==> src/rtl/ril_pkg.sv <==
// Package with register map, field layout and timing constants of the RTC interrupt logic.
package ril_pkg;

  // ---------------------------------------------------------------
  // Register offsets
  // ---------------------------------------------------------------
  localparam logic [16:0] EVENT_FLAGS_ADDR = 17'h1FFF0;
  localparam logic [16:0] INTERRUPT_CONFIG_ADDR = 17'h1FFF6;
  localparam logic [16:0] IRQ_STATUS_ADDR = 17'h1FF80;
  localparam logic [16:0] IRQ_CLEAR_ADDR = 17'h1FF81;
  localparam logic [16:0] IRQ_ENABLE_ADDR = 17'h1FF82;

  // ---------------------------------------------------------------
  // Field positions
  // ---------------------------------------------------------------
  localparam int WDF_BIT = 7;
  localparam int AF_BIT = 6;
  localparam int PF_BIT = 5;
  localparam int OSC_FAIL_FLAG_BIT = 4;
  localparam int WIE_BIT = 7;
  localparam int AIE_BIT = 6;
  localparam int PFE_BIT = 5;
  localparam int POL_BIT = 3;
  localparam int PULSE_BIT = 2;

  // Status register layout of the block's own interrupt bits.
  localparam int ST_WD_BIT = 0;
  localparam int ST_AL_BIT = 1;
  localparam int ST_PF_BIT = 2;

  // ---------------------------------------------------------------
  // Reset values and the configuration write mask
  // ---------------------------------------------------------------
  localparam logic [7:0] EVENT_FLAGS_RST = 8'h00;
  localparam logic [7:0] INTERRUPT_CONFIG_RST = 8'h08;
  localparam logic [7:0] CONFIG_WMASK = 8'hEC;
  localparam logic [2:0] IRQ_ENABLE_RST = 3'h0;

  // ---------------------------------------------------------------
  // Timing
  // ---------------------------------------------------------------
  localparam int CLK_PERIOD_NS = 10;
  localparam int PULSE_MS = 200;
  localparam int PULSE_CYCLES = PULSE_MS * 1000000 / CLK_PERIOD_NS;
  localparam int RECALL_US = 20000;
  localparam int RECALL_CYCLES = RECALL_US * 1000 / CLK_PERIOD_NS;

  typedef enum logic [1:0] {
    RIL_RECALL = 2'b00,
    RIL_IDLE = 2'b01,
    RIL_LEVEL = 2'b10,
    RIL_PULSE = 2'b11
  } ril_state_t;

endpackage

==> src/rtl/ril_rtc_interrupt_logic.sv <==
// Interrupt logic: event flags, interrupt configuration and the interrupt pin driver.
// ---------------------------------------------------------------
//
// Our own choice: the address-and-strobe port.
module ril_rtc_interrupt_logic
  import ril_pkg::*;
#(
  parameter int PULSE_LEN = PULSE_CYCLES,
  parameter int RECALL_LEN = RECALL_CYCLES
) (
  input wire logic clk_i,
  input wire logic reset_i,
  input wire logic [16:0] addr_i,
  input wire logic [7:0] wdata_i,
  input wire logic wr_i,
  input wire logic rd_i,
  output logic [7:0] rdata_o,
  input wire logic watchdog_timeout_i,
  input wire logic alarm_match_i,
  input wire logic powerfail_i,
  input wire logic backup_power_i,
  input wire logic osc_fail_i,
  input wire logic int_pin_i,
  output logic int_pin_o,
  output logic int_pin_oe_o,
  output logic irq_o
);

  // ---------------------------------------------------------------
  // Parameter check
  // ---------------------------------------------------------------
  // A zero length would wrap the end count to the top of the 32-bit timer and hold its state for about 2**32 cycles.
  if (PULSE_LEN < 1 || RECALL_LEN < 1) begin : g_len_check
    $error("Pulse and recall lengths must be at least one cycle.");
  end

  logic [7:0] flags_ff;
  logic [7:0] config_ff;
  logic [2:0] irq_status_ff;
  logic [2:0] irq_enable_ff;
  logic [31:0] timer_ff;
  ril_state_t state_ff;
  logic [2:0] events;
  logic [2:0] st_events;
  logic [2:0] raised;
  logic flags_read;
  logic active;

  // The pin level is only observed by the bench; the driver does not read it back.
  assign events = {watchdog_timeout_i, alarm_match_i, powerfail_i};
  assign flags_read = rd_i && (addr_i == EVENT_FLAGS_ADDR);

  // The status register keeps its own bit order, independent of the flags register.
  always_comb begin
    st_events = 3'h0;
    st_events[ST_WD_BIT] = watchdog_timeout_i;
    st_events[ST_AL_BIT] = alarm_match_i;
    st_events[ST_PF_BIT] = powerfail_i;
  end

  function automatic logic [2:0] src_flags(input logic [7:0] f);
    src_flags = {f[WDF_BIT], f[AF_BIT], f[PF_BIT]};
  endfunction

  assign raised = src_flags(flags_ff) & {config_ff[WIE_BIT], config_ff[AIE_BIT],
                                         config_ff[PFE_BIT]};

  // ---------------------------------------------------------------
  // Event flags
  // ---------------------------------------------------------------
  always_ff @(posedge clk_i) begin
    if (reset_i) begin
      flags_ff <= EVENT_FLAGS_RST;
    end else begin
      // A read clears, but events of the same cycle win and stay set.
      if (flags_read) begin
        flags_ff[WDF_BIT] <= watchdog_timeout_i;
        flags_ff[AF_BIT] <= alarm_match_i;
        flags_ff[PF_BIT] <= powerfail_i;
      end else begin
        flags_ff[WDF_BIT] <= flags_ff[WDF_BIT] | watchdog_timeout_i;
        flags_ff[AF_BIT] <= flags_ff[AF_BIT] | alarm_match_i;
        flags_ff[PF_BIT] <= flags_ff[PF_BIT] | powerfail_i;
      end
      flags_ff[OSC_FAIL_FLAG_BIT] <= osc_fail_i;
    end
  end

  // Flags are set by their sources alone; the enables only steer the pin.
  a_af_sets: assert property (@(posedge clk_i) disable iff (reset_i)
    alarm_match_i |=> flags_ff[AF_BIT])
    else $error("Alarm flag not set.");
  a_pf_sets: assert property (@(posedge clk_i) disable iff (reset_i)
    powerfail_i |=> flags_ff[PF_BIT])
    else $error("Power-fail flag not set.");
  a_osc_follows: assert property (@(posedge clk_i) disable iff (reset_i)
    1'b1 |=> flags_ff[OSC_FAIL_FLAG_BIT] == $past(osc_fail_i))
    else $error("Oscillator flag does not follow its input.");
  a_flags_zero: assert property (@(posedge clk_i) disable iff (reset_i)
    $fell(reset_i) |-> src_flags(flags_ff) == 3'h0)
    else $error("Flags not zero after reset.");

  // ---------------------------------------------------------------
  // Configuration and interrupt status registers
  // ---------------------------------------------------------------
  always_ff @(posedge clk_i) begin
    if (reset_i) begin
      config_ff <= INTERRUPT_CONFIG_RST;
      irq_enable_ff <= IRQ_ENABLE_RST;
    end else if (wr_i) begin
      if (addr_i == INTERRUPT_CONFIG_ADDR) begin
        config_ff <= wdata_i & CONFIG_WMASK;
      end else if (addr_i == IRQ_ENABLE_ADDR) begin
        irq_enable_ff <= wdata_i[2:0];
      end
    end
  end

  always_ff @(posedge clk_i) begin
    if (reset_i) begin
      irq_status_ff <= 3'h0;
    end else if (wr_i && addr_i == IRQ_CLEAR_ADDR) begin
      irq_status_ff <= (irq_status_ff & ~wdata_i[2:0]) | st_events;
    end else begin
      irq_status_ff <= irq_status_ff | st_events;
    end
  end

  always_ff @(posedge clk_i) begin
    if (reset_i) begin
      irq_o <= 1'b0;
    end else begin
      irq_o <= |(irq_status_ff & irq_enable_ff);
    end
  end

  // An event in the cycle of a clear write must survive it, or it would be lost unseen.
  a_status_sticky: assert property (@(posedge clk_i) disable iff (reset_i)
    |st_events |=> (irq_status_ff & $past(st_events)) == $past(st_events))
    else $error("Status event lost.");
  a_status_clear: assert property (@(posedge clk_i) disable iff (reset_i)
    wr_i && addr_i == IRQ_CLEAR_ADDR && !(|st_events)
      |=> (irq_status_ff & $past(wdata_i[2:0])) == 3'h0)
    else $error("Status bits not cleared.");
  a_irq_high: assert property (@(posedge clk_i) disable iff (reset_i)
    |(irq_status_ff & irq_enable_ff) |=> irq_o)
    else $error("Interrupt output not raised.");

  // ---------------------------------------------------------------
  // Read data
  // ---------------------------------------------------------------
  always_ff @(posedge clk_i) begin
    if (reset_i) begin
      rdata_o <= 8'h00;
    end else if (rd_i) begin
      if (addr_i == EVENT_FLAGS_ADDR) begin
        rdata_o <= flags_ff;
      end else if (addr_i == INTERRUPT_CONFIG_ADDR) begin
        rdata_o <= config_ff;
      end else if (addr_i == IRQ_STATUS_ADDR) begin
        rdata_o <= {5'h00, irq_status_ff};
      end else if (addr_i == IRQ_ENABLE_ADDR) begin
        rdata_o <= {5'h00, irq_enable_ff};
      end else begin
        rdata_o <= 8'h00;
      end
    end else begin
      rdata_o <= 8'h00;
    end
  end

  // ---------------------------------------------------------------
  // Pin driver state machine
  // ---------------------------------------------------------------
  // A flag still set after a pulse of full length does not retrigger; only a new read rearms it.
  logic pulse_done_ff;

  always_ff @(posedge clk_i) begin
    if (reset_i) begin
      state_ff <= RIL_RECALL;
      timer_ff <= 32'h0;
      pulse_done_ff <= 1'b0;
    end else begin
      case (state_ff)
        RIL_RECALL: begin
          if (timer_ff == 32'(RECALL_LEN - 1)) begin
            state_ff <= RIL_IDLE;
            timer_ff <= 32'h0;
          end else begin
            timer_ff <= timer_ff + 32'h1;
          end
        end
        RIL_IDLE: begin
          if (flags_read) begin
            pulse_done_ff <= 1'b0;
          end else if (|raised && !backup_power_i && !pulse_done_ff) begin
            if (config_ff[PULSE_BIT]) begin
              state_ff <= RIL_PULSE;
              timer_ff <= 32'h0;
            end else begin
              state_ff <= RIL_LEVEL;
            end
          end
        end
        RIL_LEVEL: begin
          if (flags_read || backup_power_i) begin
            state_ff <= RIL_IDLE;
          end
        end
        RIL_PULSE: begin
          if (flags_read || backup_power_i) begin
            state_ff <= RIL_IDLE;
          end else if (timer_ff == 32'(PULSE_LEN - 1)) begin
            state_ff <= RIL_IDLE;
            pulse_done_ff <= 1'b1;
          end else begin
            timer_ff <= timer_ff + 32'h1;
          end
        end
        default: begin
          state_ff <= RIL_IDLE;
        end
      endcase
    end
  end

  assign active = (state_ff == RIL_LEVEL) || (state_ff == RIL_PULSE);

  // With POL_BIT set the pin is driven push-pull, active high; with it clear, open-drain low drive releases the pin when inactive and the pull-up is off chip.
  always_ff @(posedge clk_i) begin
    if (reset_i) begin
      int_pin_o <= 1'b0;
      int_pin_oe_o <= 1'b0;
    end else if (config_ff[POL_BIT]) begin
      int_pin_o <= active;
      int_pin_oe_o <= 1'b1;
    end else begin
      int_pin_o <= 1'b0;
      int_pin_oe_o <= active;
    end
  end

  // ---------------------------------------------------------------
  // Assertions
  // ---------------------------------------------------------------
  a_no_irq_recall: assert property (@(posedge clk_i) disable iff (reset_i)
    state_ff == RIL_RECALL |=> ($past(config_ff[POL_BIT]) ? !int_pin_o : !int_pin_oe_o))
    else $error("Interrupt active during recall.");
  a_needs_enable: assert property (@(posedge clk_i) disable iff (reset_i)
    $rose(active) |-> $past(|raised))
    else $error("Interrupt without enabled flag.");
  a_backup_quiet: assert property (@(posedge clk_i) disable iff (reset_i)
    backup_power_i |=> !active)
    else $error("Interrupt on backup power.");
  a_flag_sets: assert property (@(posedge clk_i) disable iff (reset_i)
    watchdog_timeout_i |=> flags_ff[WDF_BIT])
    else $error("Watchdog flag not set.");
  a_read_clears: assert property (@(posedge clk_i) disable iff (reset_i)
    flags_read && !(|events) |=> src_flags(flags_ff) == 3'h0)
    else $error("Flags not cleared by read.");
  a_read_old: assert property (@(posedge clk_i) disable iff (reset_i)
    flags_read |=> rdata_o == $past(flags_ff))
    else $error("Read did not return old flags.");
  a_level_ends: assert property (@(posedge clk_i) disable iff (reset_i)
    state_ff == RIL_LEVEL && flags_read |=> state_ff == RIL_IDLE)
    else $error("Level not ended by read.");
  a_pulse_early: assert property (@(posedge clk_i) disable iff (reset_i)
    state_ff == RIL_PULSE && flags_read |=> state_ff == RIL_IDLE)
    else $error("Pulse not ended by read.");
  a_pol_high: assert property (@(posedge clk_i) disable iff (reset_i)
    config_ff[POL_BIT] && $past(config_ff[POL_BIT]) && !$past(reset_i) |-> int_pin_oe_o)
    else $error("Push-pull drive not enabled.");
  a_pulse_len: assert property (@(posedge clk_i) disable iff (reset_i)
    state_ff == RIL_PULSE && timer_ff == 32'(PULSE_LEN - 1) && !flags_read
      && !backup_power_i |=> state_ff == RIL_IDLE)
    else $error("Pulse did not end on time.");

  // Each source is checked on its own, so a swapped enable bit shows up by name.
  a_wd_drives: assert property (@(posedge clk_i) disable iff (reset_i)
    state_ff == RIL_IDLE && flags_ff[WDF_BIT] && config_ff[WIE_BIT] && !backup_power_i
      && !pulse_done_ff && !flags_read |=> active)
    else $error("Watchdog timeout did not drive the pin.");
  a_al_drives: assert property (@(posedge clk_i) disable iff (reset_i)
    state_ff == RIL_IDLE && flags_ff[AF_BIT] && config_ff[AIE_BIT] && !backup_power_i
      && !pulse_done_ff && !flags_read |=> active)
    else $error("Alarm match did not drive the pin.");
  a_pf_drives: assert property (@(posedge clk_i) disable iff (reset_i)
    state_ff == RIL_IDLE && flags_ff[PF_BIT] && config_ff[PFE_BIT] && !backup_power_i
      && !pulse_done_ff && !flags_read |=> active)
    else $error("Power failure did not drive the pin.");
  a_disabled_quiet: assert property (@(posedge clk_i) disable iff (reset_i)
    state_ff == RIL_IDLE && !(|raised) |=> state_ff == RIL_IDLE)
    else $error("Pin driven without enabled flag.");
  a_level_holds: assert property (@(posedge clk_i) disable iff (reset_i)
    state_ff == RIL_LEVEL && !flags_read && !backup_power_i |=> state_ff == RIL_LEVEL)
    else $error("Level dropped before flags read.");
  a_backup_drop: assert property (@(posedge clk_i) disable iff (reset_i)
    state_ff == RIL_LEVEL && backup_power_i |=> state_ff == RIL_IDLE)
    else $error("Level kept on backup power.");
  a_pulse_holds: assert property (@(posedge clk_i) disable iff (reset_i)
    state_ff == RIL_PULSE && timer_ff != 32'(PULSE_LEN - 1) && !flags_read
      && !backup_power_i |=> state_ff == RIL_PULSE)
    else $error("Pulse ended too early.");
  a_mode_pick: assert property (@(posedge clk_i) disable iff (reset_i)
    $rose(active) |-> (state_ff == RIL_PULSE) == $past(config_ff[PULSE_BIT]))
    else $error("Wrong signalling mode chosen.");
  a_pol_low: assert property (@(posedge clk_i) disable iff (reset_i)
    !config_ff[POL_BIT] |=> !int_pin_o && int_pin_oe_o == $past(active))
    else $error("Open-drain drive wrong.");
  // A shorter recall would show pin activity that the host is told to ignore.
  a_recall_len: assert property (@(posedge clk_i) disable iff (reset_i)
    state_ff == RIL_RECALL && timer_ff != 32'(RECALL_LEN - 1) |=> state_ff == RIL_RECALL)
    else $error("Recall ended too early.");
  a_no_retrigger: assert property (@(posedge clk_i) disable iff (reset_i)
    state_ff == RIL_IDLE && pulse_done_ff |=> state_ff == RIL_IDLE)
    else $error("Pulse retriggered without flags read.");
  a_config_mask: assert property (@(posedge clk_i) disable iff (reset_i)
    wr_i && addr_i == INTERRUPT_CONFIG_ADDR |=> config_ff == ($past(wdata_i) & CONFIG_WMASK))
    else $error("Configuration write wrong.");
  a_rdata_idle: assert property (@(posedge clk_i) disable iff (reset_i)
    !rd_i |=> rdata_o == 8'h00)
    else $error("Read data stands too long.");

  c_level: cover property (@(posedge clk_i) state_ff == RIL_LEVEL);
  c_pulse: cover property (@(posedge clk_i) state_ff == RIL_PULSE && flags_read);
  c_pulse_full: cover property (@(posedge clk_i) $rose(pulse_done_ff));
  c_coincide: cover property (@(posedge clk_i) flags_read && |events);
  c_recall_end: cover property (@(posedge clk_i) state_ff == RIL_RECALL ##1 state_ff == RIL_IDLE);

endmodule

==> config.mk <==
export PLATFORM = sky130hd
export DESIGN_NAME = ril_rtc_interrupt_logic
export DESIGN_NICKNAME = d
export VERILOG_FILES = /design/src/rtl/ril_pkg.sv /design/src/rtl/ril_rtc_interrupt_logic.sv
export SDC_FILE = /design/constraint.sdc
export NUM_CORES = 1
export LEC_CHECK = 0
export ABC_AREA = 1
export CORE_AREA = 5 5 87 89
export DETAILED_ROUTE_END_ITERATION = 8
export DIE_AREA = 0 0 92 94
export DONT_BUFFER_PORTS = 1
export PLACE_DENSITY = 0.74
export SYNTH_ARGS = -nofsm -noshare
export SYNTH_HDL_FRONTEND = slang
export SYNTH_SLANG_ARGS = --single-unit
==> constraint.sdc <==
create_clock -name clk_i -period 2.7 [get_ports clk_i]
set_input_delay 0.675 -clock clk_i [delete_from_list [all_inputs] [get_ports clk_i]]
set_output_delay 0.675 -clock clk_i [all_outputs]
set_load 0.02 [all_outputs]
==> Word level (Yosys, flattened, before mapping) <==
Cells that the tools add are included.
{ "word_totals": {"ff_bits": 61, "inputBits": 35, "word_cells": 94} }
{ "op_classes": {"addsub": 1, "n_eq_ne": 20, "n_mux": 26, "n_bitwise": 12, "reduce_logical": 22} }
{ "op_table": {"columns": ["cell", "n"], "rows": [
  ["2-to-1 mux 32 bit", 6],
  ["case mux 32 bit (3 select lines)", 1],
  ["== test 17 bit (second input constant)", 5],
  ["adder 32 x 1 -> 32 bit (second input constant)", 1],
  ["== test 32 x 21 -> 1 bit (second input constant)", 1],
  ["== test 32 x 25 -> 1 bit (second input constant)", 1],
  ["inequality test 2 bit (second input constant)", 9],
  ["2-to-1 mux 8 bit", 2],
  ["2-to-1 mux 2 bit", 6],
  ["2-to-1 mux 3 bit", 4],
  ["bitwise AND 3 bit", 3],
  ["OR reduction 3 bit", 3],
  ["case mux 2 bit (4 select lines)", 1],
  ["bitwise OR 3 bit", 2],
  ["AND reduction 6 bit", 1],
  ["2-to-1 mux 1 bit", 5],
  ["AND reduction 5 bit", 1],
  ["== test 2 bit (second input constant)", 2],
  ["logical AND 1 bit", 4],
  ["AND reduction 4 bit", 1],
  ["OR reduction 2 bit", 2],
  ["OR reduction 4 bit", 1],
  ["inequality test 3 bit (second input constant)", 1],
  ["inverter 1 bit", 3],
  ["other kinds (11)", 15]
]} }

==> Depth between registers and ports, before layout <==
{ "logic_depth": {"word_depth": 7, "ltp_mapped": 14} }

==> Worst setup path after synthesis <==
No wires, ideal clock.
{ "synth_timing": {"path_kind": "input port to flip-flop", "from": "input addr_i[3]", "to": "register timer_ff[12]", "setup_time_ps": 142, "t_arrival_ps": 1828, "required_time_ps": 2558, "slack_ps": 730, "stages": 11, "n_path_buf": 2, "cell_sequence": "or2_1 > nor2_2 > nand3_2 > nand2_1 > nand2_1 > nand2_2 > nor2_1 > buf_6 > buf_6 > nand2_1 > a21oi_2"} }
{ "synth_between": {"elab_chain_cells": 5} }
{ "synth_lines": {"columns": ["item", "line_no", "rtl"], "rows": [
  ["start: declaration", "ril_rtc_interrupt_logic.sv:13", "input wire logic [16:0] addr_i,"],
  ["== test 17 bit (*)", "ril_rtc_interrupt_logic.sv:51", "assign flags_read = rd_i && (addr_i == EVENT_FLAGS_ADDR);"],
  ["logical AND 1 bit (*)", "ril_rtc_interrupt_logic.sv:51", null],
  ["logical OR 1 bit", "ril_rtc_interrupt_logic.sv:211", "if (flags_read || backup_power_i) begin"],
  ["inequality test 2 bit (no line)", null, null],
  ["AND reduction 6 bit (no line) (*)", null, null],
  ["end signal: assignment", "ril_rtc_interrupt_logic.sv:190", "timer_ff <= timer_ff + 32'h1;"],
  ["end signal: assignment", "ril_rtc_interrupt_logic.sv:217", "timer_ff <= timer_ff + 32'h1;"],
  ["end: declaration", "ril_rtc_interrupt_logic.sv:41", "logic [31:0] timer_ff;"]
]} }
Every way passes the cells marked *; elsewhere a longest branch is shown, timed or not.
A chain may end at the register's enable or synchronous reset.

==> Final worst setup path <==
{ "layout_timing": {"from": "register timer_ff[0]", "to": "register timer_ff[30]"} }
{ "layout_between": {"elab_chain_cells": 4} }
{ "layout_lines": {"columns": ["item", "line_no", "rtl"], "rows": [
  ["adder 32 x 1 -> 32 bit", "ril_rtc_interrupt_logic.sv:190, ril_rtc_interrupt_logic.sv:217", null],
  ["2-to-1 mux 32 bit", "ril_rtc_interrupt_logic.sv:213", "end else if (timer_ff == 32'(PULSE_LEN - 1)) begin"],
  ["2-to-1 mux 32 bit", "ril_rtc_interrupt_logic.sv:211", null],
  ["case mux 32 bit (3 select lines)", "ril_rtc_interrupt_logic.sv:184", "case (state_ff)"]
]} }
Several ways; a longest one is shown, not always the timed one. The select of a mux whose other input is x is not followed.

==> flow_summary.ini <==
[cts]
cts_setup_buffers = 0
clockRootBuffer = clkbuf_8
cts_tree = built
htreeDepth = 3
path_clk_slew_ps = 80
clock_path_buffers = 2
cts_sinks = 61
clock_latency_ps = 360
hold_buffers = 0
ctsResizeCount = 0
numCtsBuffers = 9

[worst_setup_path]
path_class = register to register
start_kind = register
crit_path_end = timer_ff[30]
end_kind = register
path_max_fanout = 38
timing.rr.start = timer_ff[0]
critPathLaunch = timer_ff[0]
worstReg2RegEnd = timer_ff[30]
reg2regPathDepth = 13
worstPathRequired_ps = 2950
rrSetupSlack_ps = 310
cp.arrival_ps = 2630

[timing]
tightest_slew_ps = 530
post-route-period-util = 0.883
hold_viol_final = 0
slew_violations = 0
fmax_ghz = 0.419
final.setup.tns_ps = 0
setup_viol = 0
rsz0062_at_grt = no
hold_ws_ps = 372
skew_ps = 8.35
maxSlewHeadroom = 0.644
finalCriticalPeriod_ps = 2390

[synthesis]
synthFlopType = dfxtp_1
async_flop_share = 0
synth.top_cell.area_share = 0.315
synth_area_per_cell_um2 = 6.07
syn_inst = 638
synth-warning-count = 0
synth-seq-area-share = 0.315
synth_edf_count = 0
synth.net_count = 674
synth.area.top_cells = dfxtp_1 32%, nand2_1 17%, nor2_1 12%, inv_1 5.7%, a21oi_1 5.3%
yosysTopAreaCell = dfxtp_1
syn_area_mm2 = 0.00387
ys_types = 34
ys_ff_latch = 61

[global_route]
grt_start_max_net_pins = 39
antenna_found_initial = 0
grt_pass1_vias = 3656
grt_overflow = 0
grt_pass1_wl_um = 17400
track_usage = 0.256

[layout]
multiInputGateArea_mm2 = 0.00229
final_cell_mix = 180 x nand2_1, 120 x nor2_1, 61 x dfxtp_1
n_antenna_cell = 0
area_growth_pct = 6.24
layout_commonest_cell = nand2_1
drive_gt1_frac = 0.0923
seq_area_mm2 = 0.00122
nets = 670
n_fill_cell = 668

[floorplan]
start_util = 0.579
ioPinCount = 46
num_rows = 30
core_area_mm2 = 0.00668
die_h_um = 94
die-area_mm2 = 0.00865
chipWidth_um = 92

[placed_design]
io_buffers = 0
dp_hpwl_um = 7700
place_congestion = 0.947

[drt]
antenna_left = 0
wl_per_cell_um = 14.8
drt_first_pass_iters = 5
wl_um = 10600
detailroute.via_count = 3989
dr.first_iter.drc_count = 309
drc = 0
avgViaCountPerCell = 5.55

[flow_run]
maxCapViolations = 0

[pwr]
vdd_drop_max_mv = 0.418
p_leak_nw = 1.61
power.density_mw_per_mm2 = 465

[min_path]
min_path_type = input port to register

[run_status]
outcome = completed
==> cells by family (layout without fill, tap and decap cells) <==
group / count (synthesis) / count (layout) / share of synthesized area
and+or+nand+nor: 386 / 386 / 0.422
AOI/OAI and AO/OA: 89 / 89 / 0.129
buffers and inverters: 85 / 86 / 0.0940
DFF: 61 / 61 / 0.315
xor gates and xnor gates: 16 / 16 / 0.0362
adders and majority gates: 1 / 1 / 0.00323
==> flip-flops by register name, indices dropped and copies added, names as in the netlist <==
signal,cells
irq_o,1
timer_ff,32
irq_enable_ff,3
int_pin_o,1
flags_ff,4
config_ff,5
state_ff,2
pulse_done_ff,1
irq_status_ff,3
int_pin_oe_o,1
rdata_o,8
==> final cells by class <==
type                       count  share of cell area
multi-input combinational    492               0.556
sequential                    61               0.297
inverter                      65              0.0593
clock buffer                   9              0.0301
tap                           80              0.0243
clock inverter                 7              0.0237
timing repair buffer           5             0.00913
==> critical path, stage by stage, from the launching register on <==
cell and delay [ps]:
dfxtp_1 450, ha_1 330, nand2_2 110, nor2_4 190
nand2_2 100, inv_2 110, nand3_2 90, nor2_2 140
nand2_1 80, nand2_2 90, nor2_2 40, buf_4 240
o21ai_0 220, nor2_1 50
==> report_power, final <==
| part | internal (W) | leakage (nW) | total (W) | switching, W |
|---|---|---|---|---|
| clock | 0.000522 | 0.106 | 0.000937 | 0.000415 |
| combinational | 0.0000200 | 1.01 | 0.0000543 | 0.0000342 |
| sequential | 0.000911 | 0.494 | 0.000922 | 0.0000111 |
==> how the worst min path moves through the flow <==
| stage | start | to | slack, ps | cells past startpoint |
|---|---|---|---|---|
| 3_5_place_dp | config_ff[3] | config_ff[3] | 450 | 2 |
| 5_1_grt | reset_i | timer_ff[18] | 350 | 1 |
| 2_1_floorplan | config_ff[3] | config_ff[3] | 430 | 2 |
| 3_3_place_gp | config_ff[3] | config_ff[3] | 440 | 2 |
| 6_report | reset_i | timer_ff[18] | 370 | 1 |
| 4_1_cts | reset_i | timer_ff[18] | 360 | 1 |
==> layer usage <==
| metal | wire (um) | global-route usage | vias up |
|---|---|---|---|
| li1 | - | - | 2017 |
| met1 | 4930 | 0.340 | 1840 |
| met2 | 4930 | 0.417 | 120 |
| met3 | 611 | 0.0553 | 12 |
| met4 | 135 | 0.0792 | 0 |
| met5 | 0 | 0 | - |
==> cell usage after synthesis (3+ instances only) <==
library cell / instances
a21oi_1: 41
a21oi_2: 10
buf_1: 3
buf_2: 3
buf_6: 4
clkbuf_1: 9
dfxtp_1: 61
inv_1: 59
inv_2: 5
nand2_1: 180
nand2_2: 13
nand3_1: 40
nand3b_1: 4
nand4_1: 11
nor2_1: 121
nor2_2: 4
nor3_1: 3
o211ai_1: 4
o21ai_0: 31
xnor2_1: 3
xor2_1: 13
==> per-stage QoR <==
stage / total power [W] / std cells / utilization / instance area (um^2) / setup WS (ps)
finish: 0.00191 / 719 / 0.616 / 4110 / 315
global route: 0.00198 / 719 / 0.616 / 4110 / 126
CTS: 0.00192 / 719 / 0.616 / 4110 / 369
detailed placement: 0.000996 / 703 / 0.582 / 3890 / 401
global placement: 0.000993 / 703 / 0.582 / 3890 / 462
floorplan: 0.000989 / 638 / - / 3870 / 730
(Power assumes the default switching activity.)
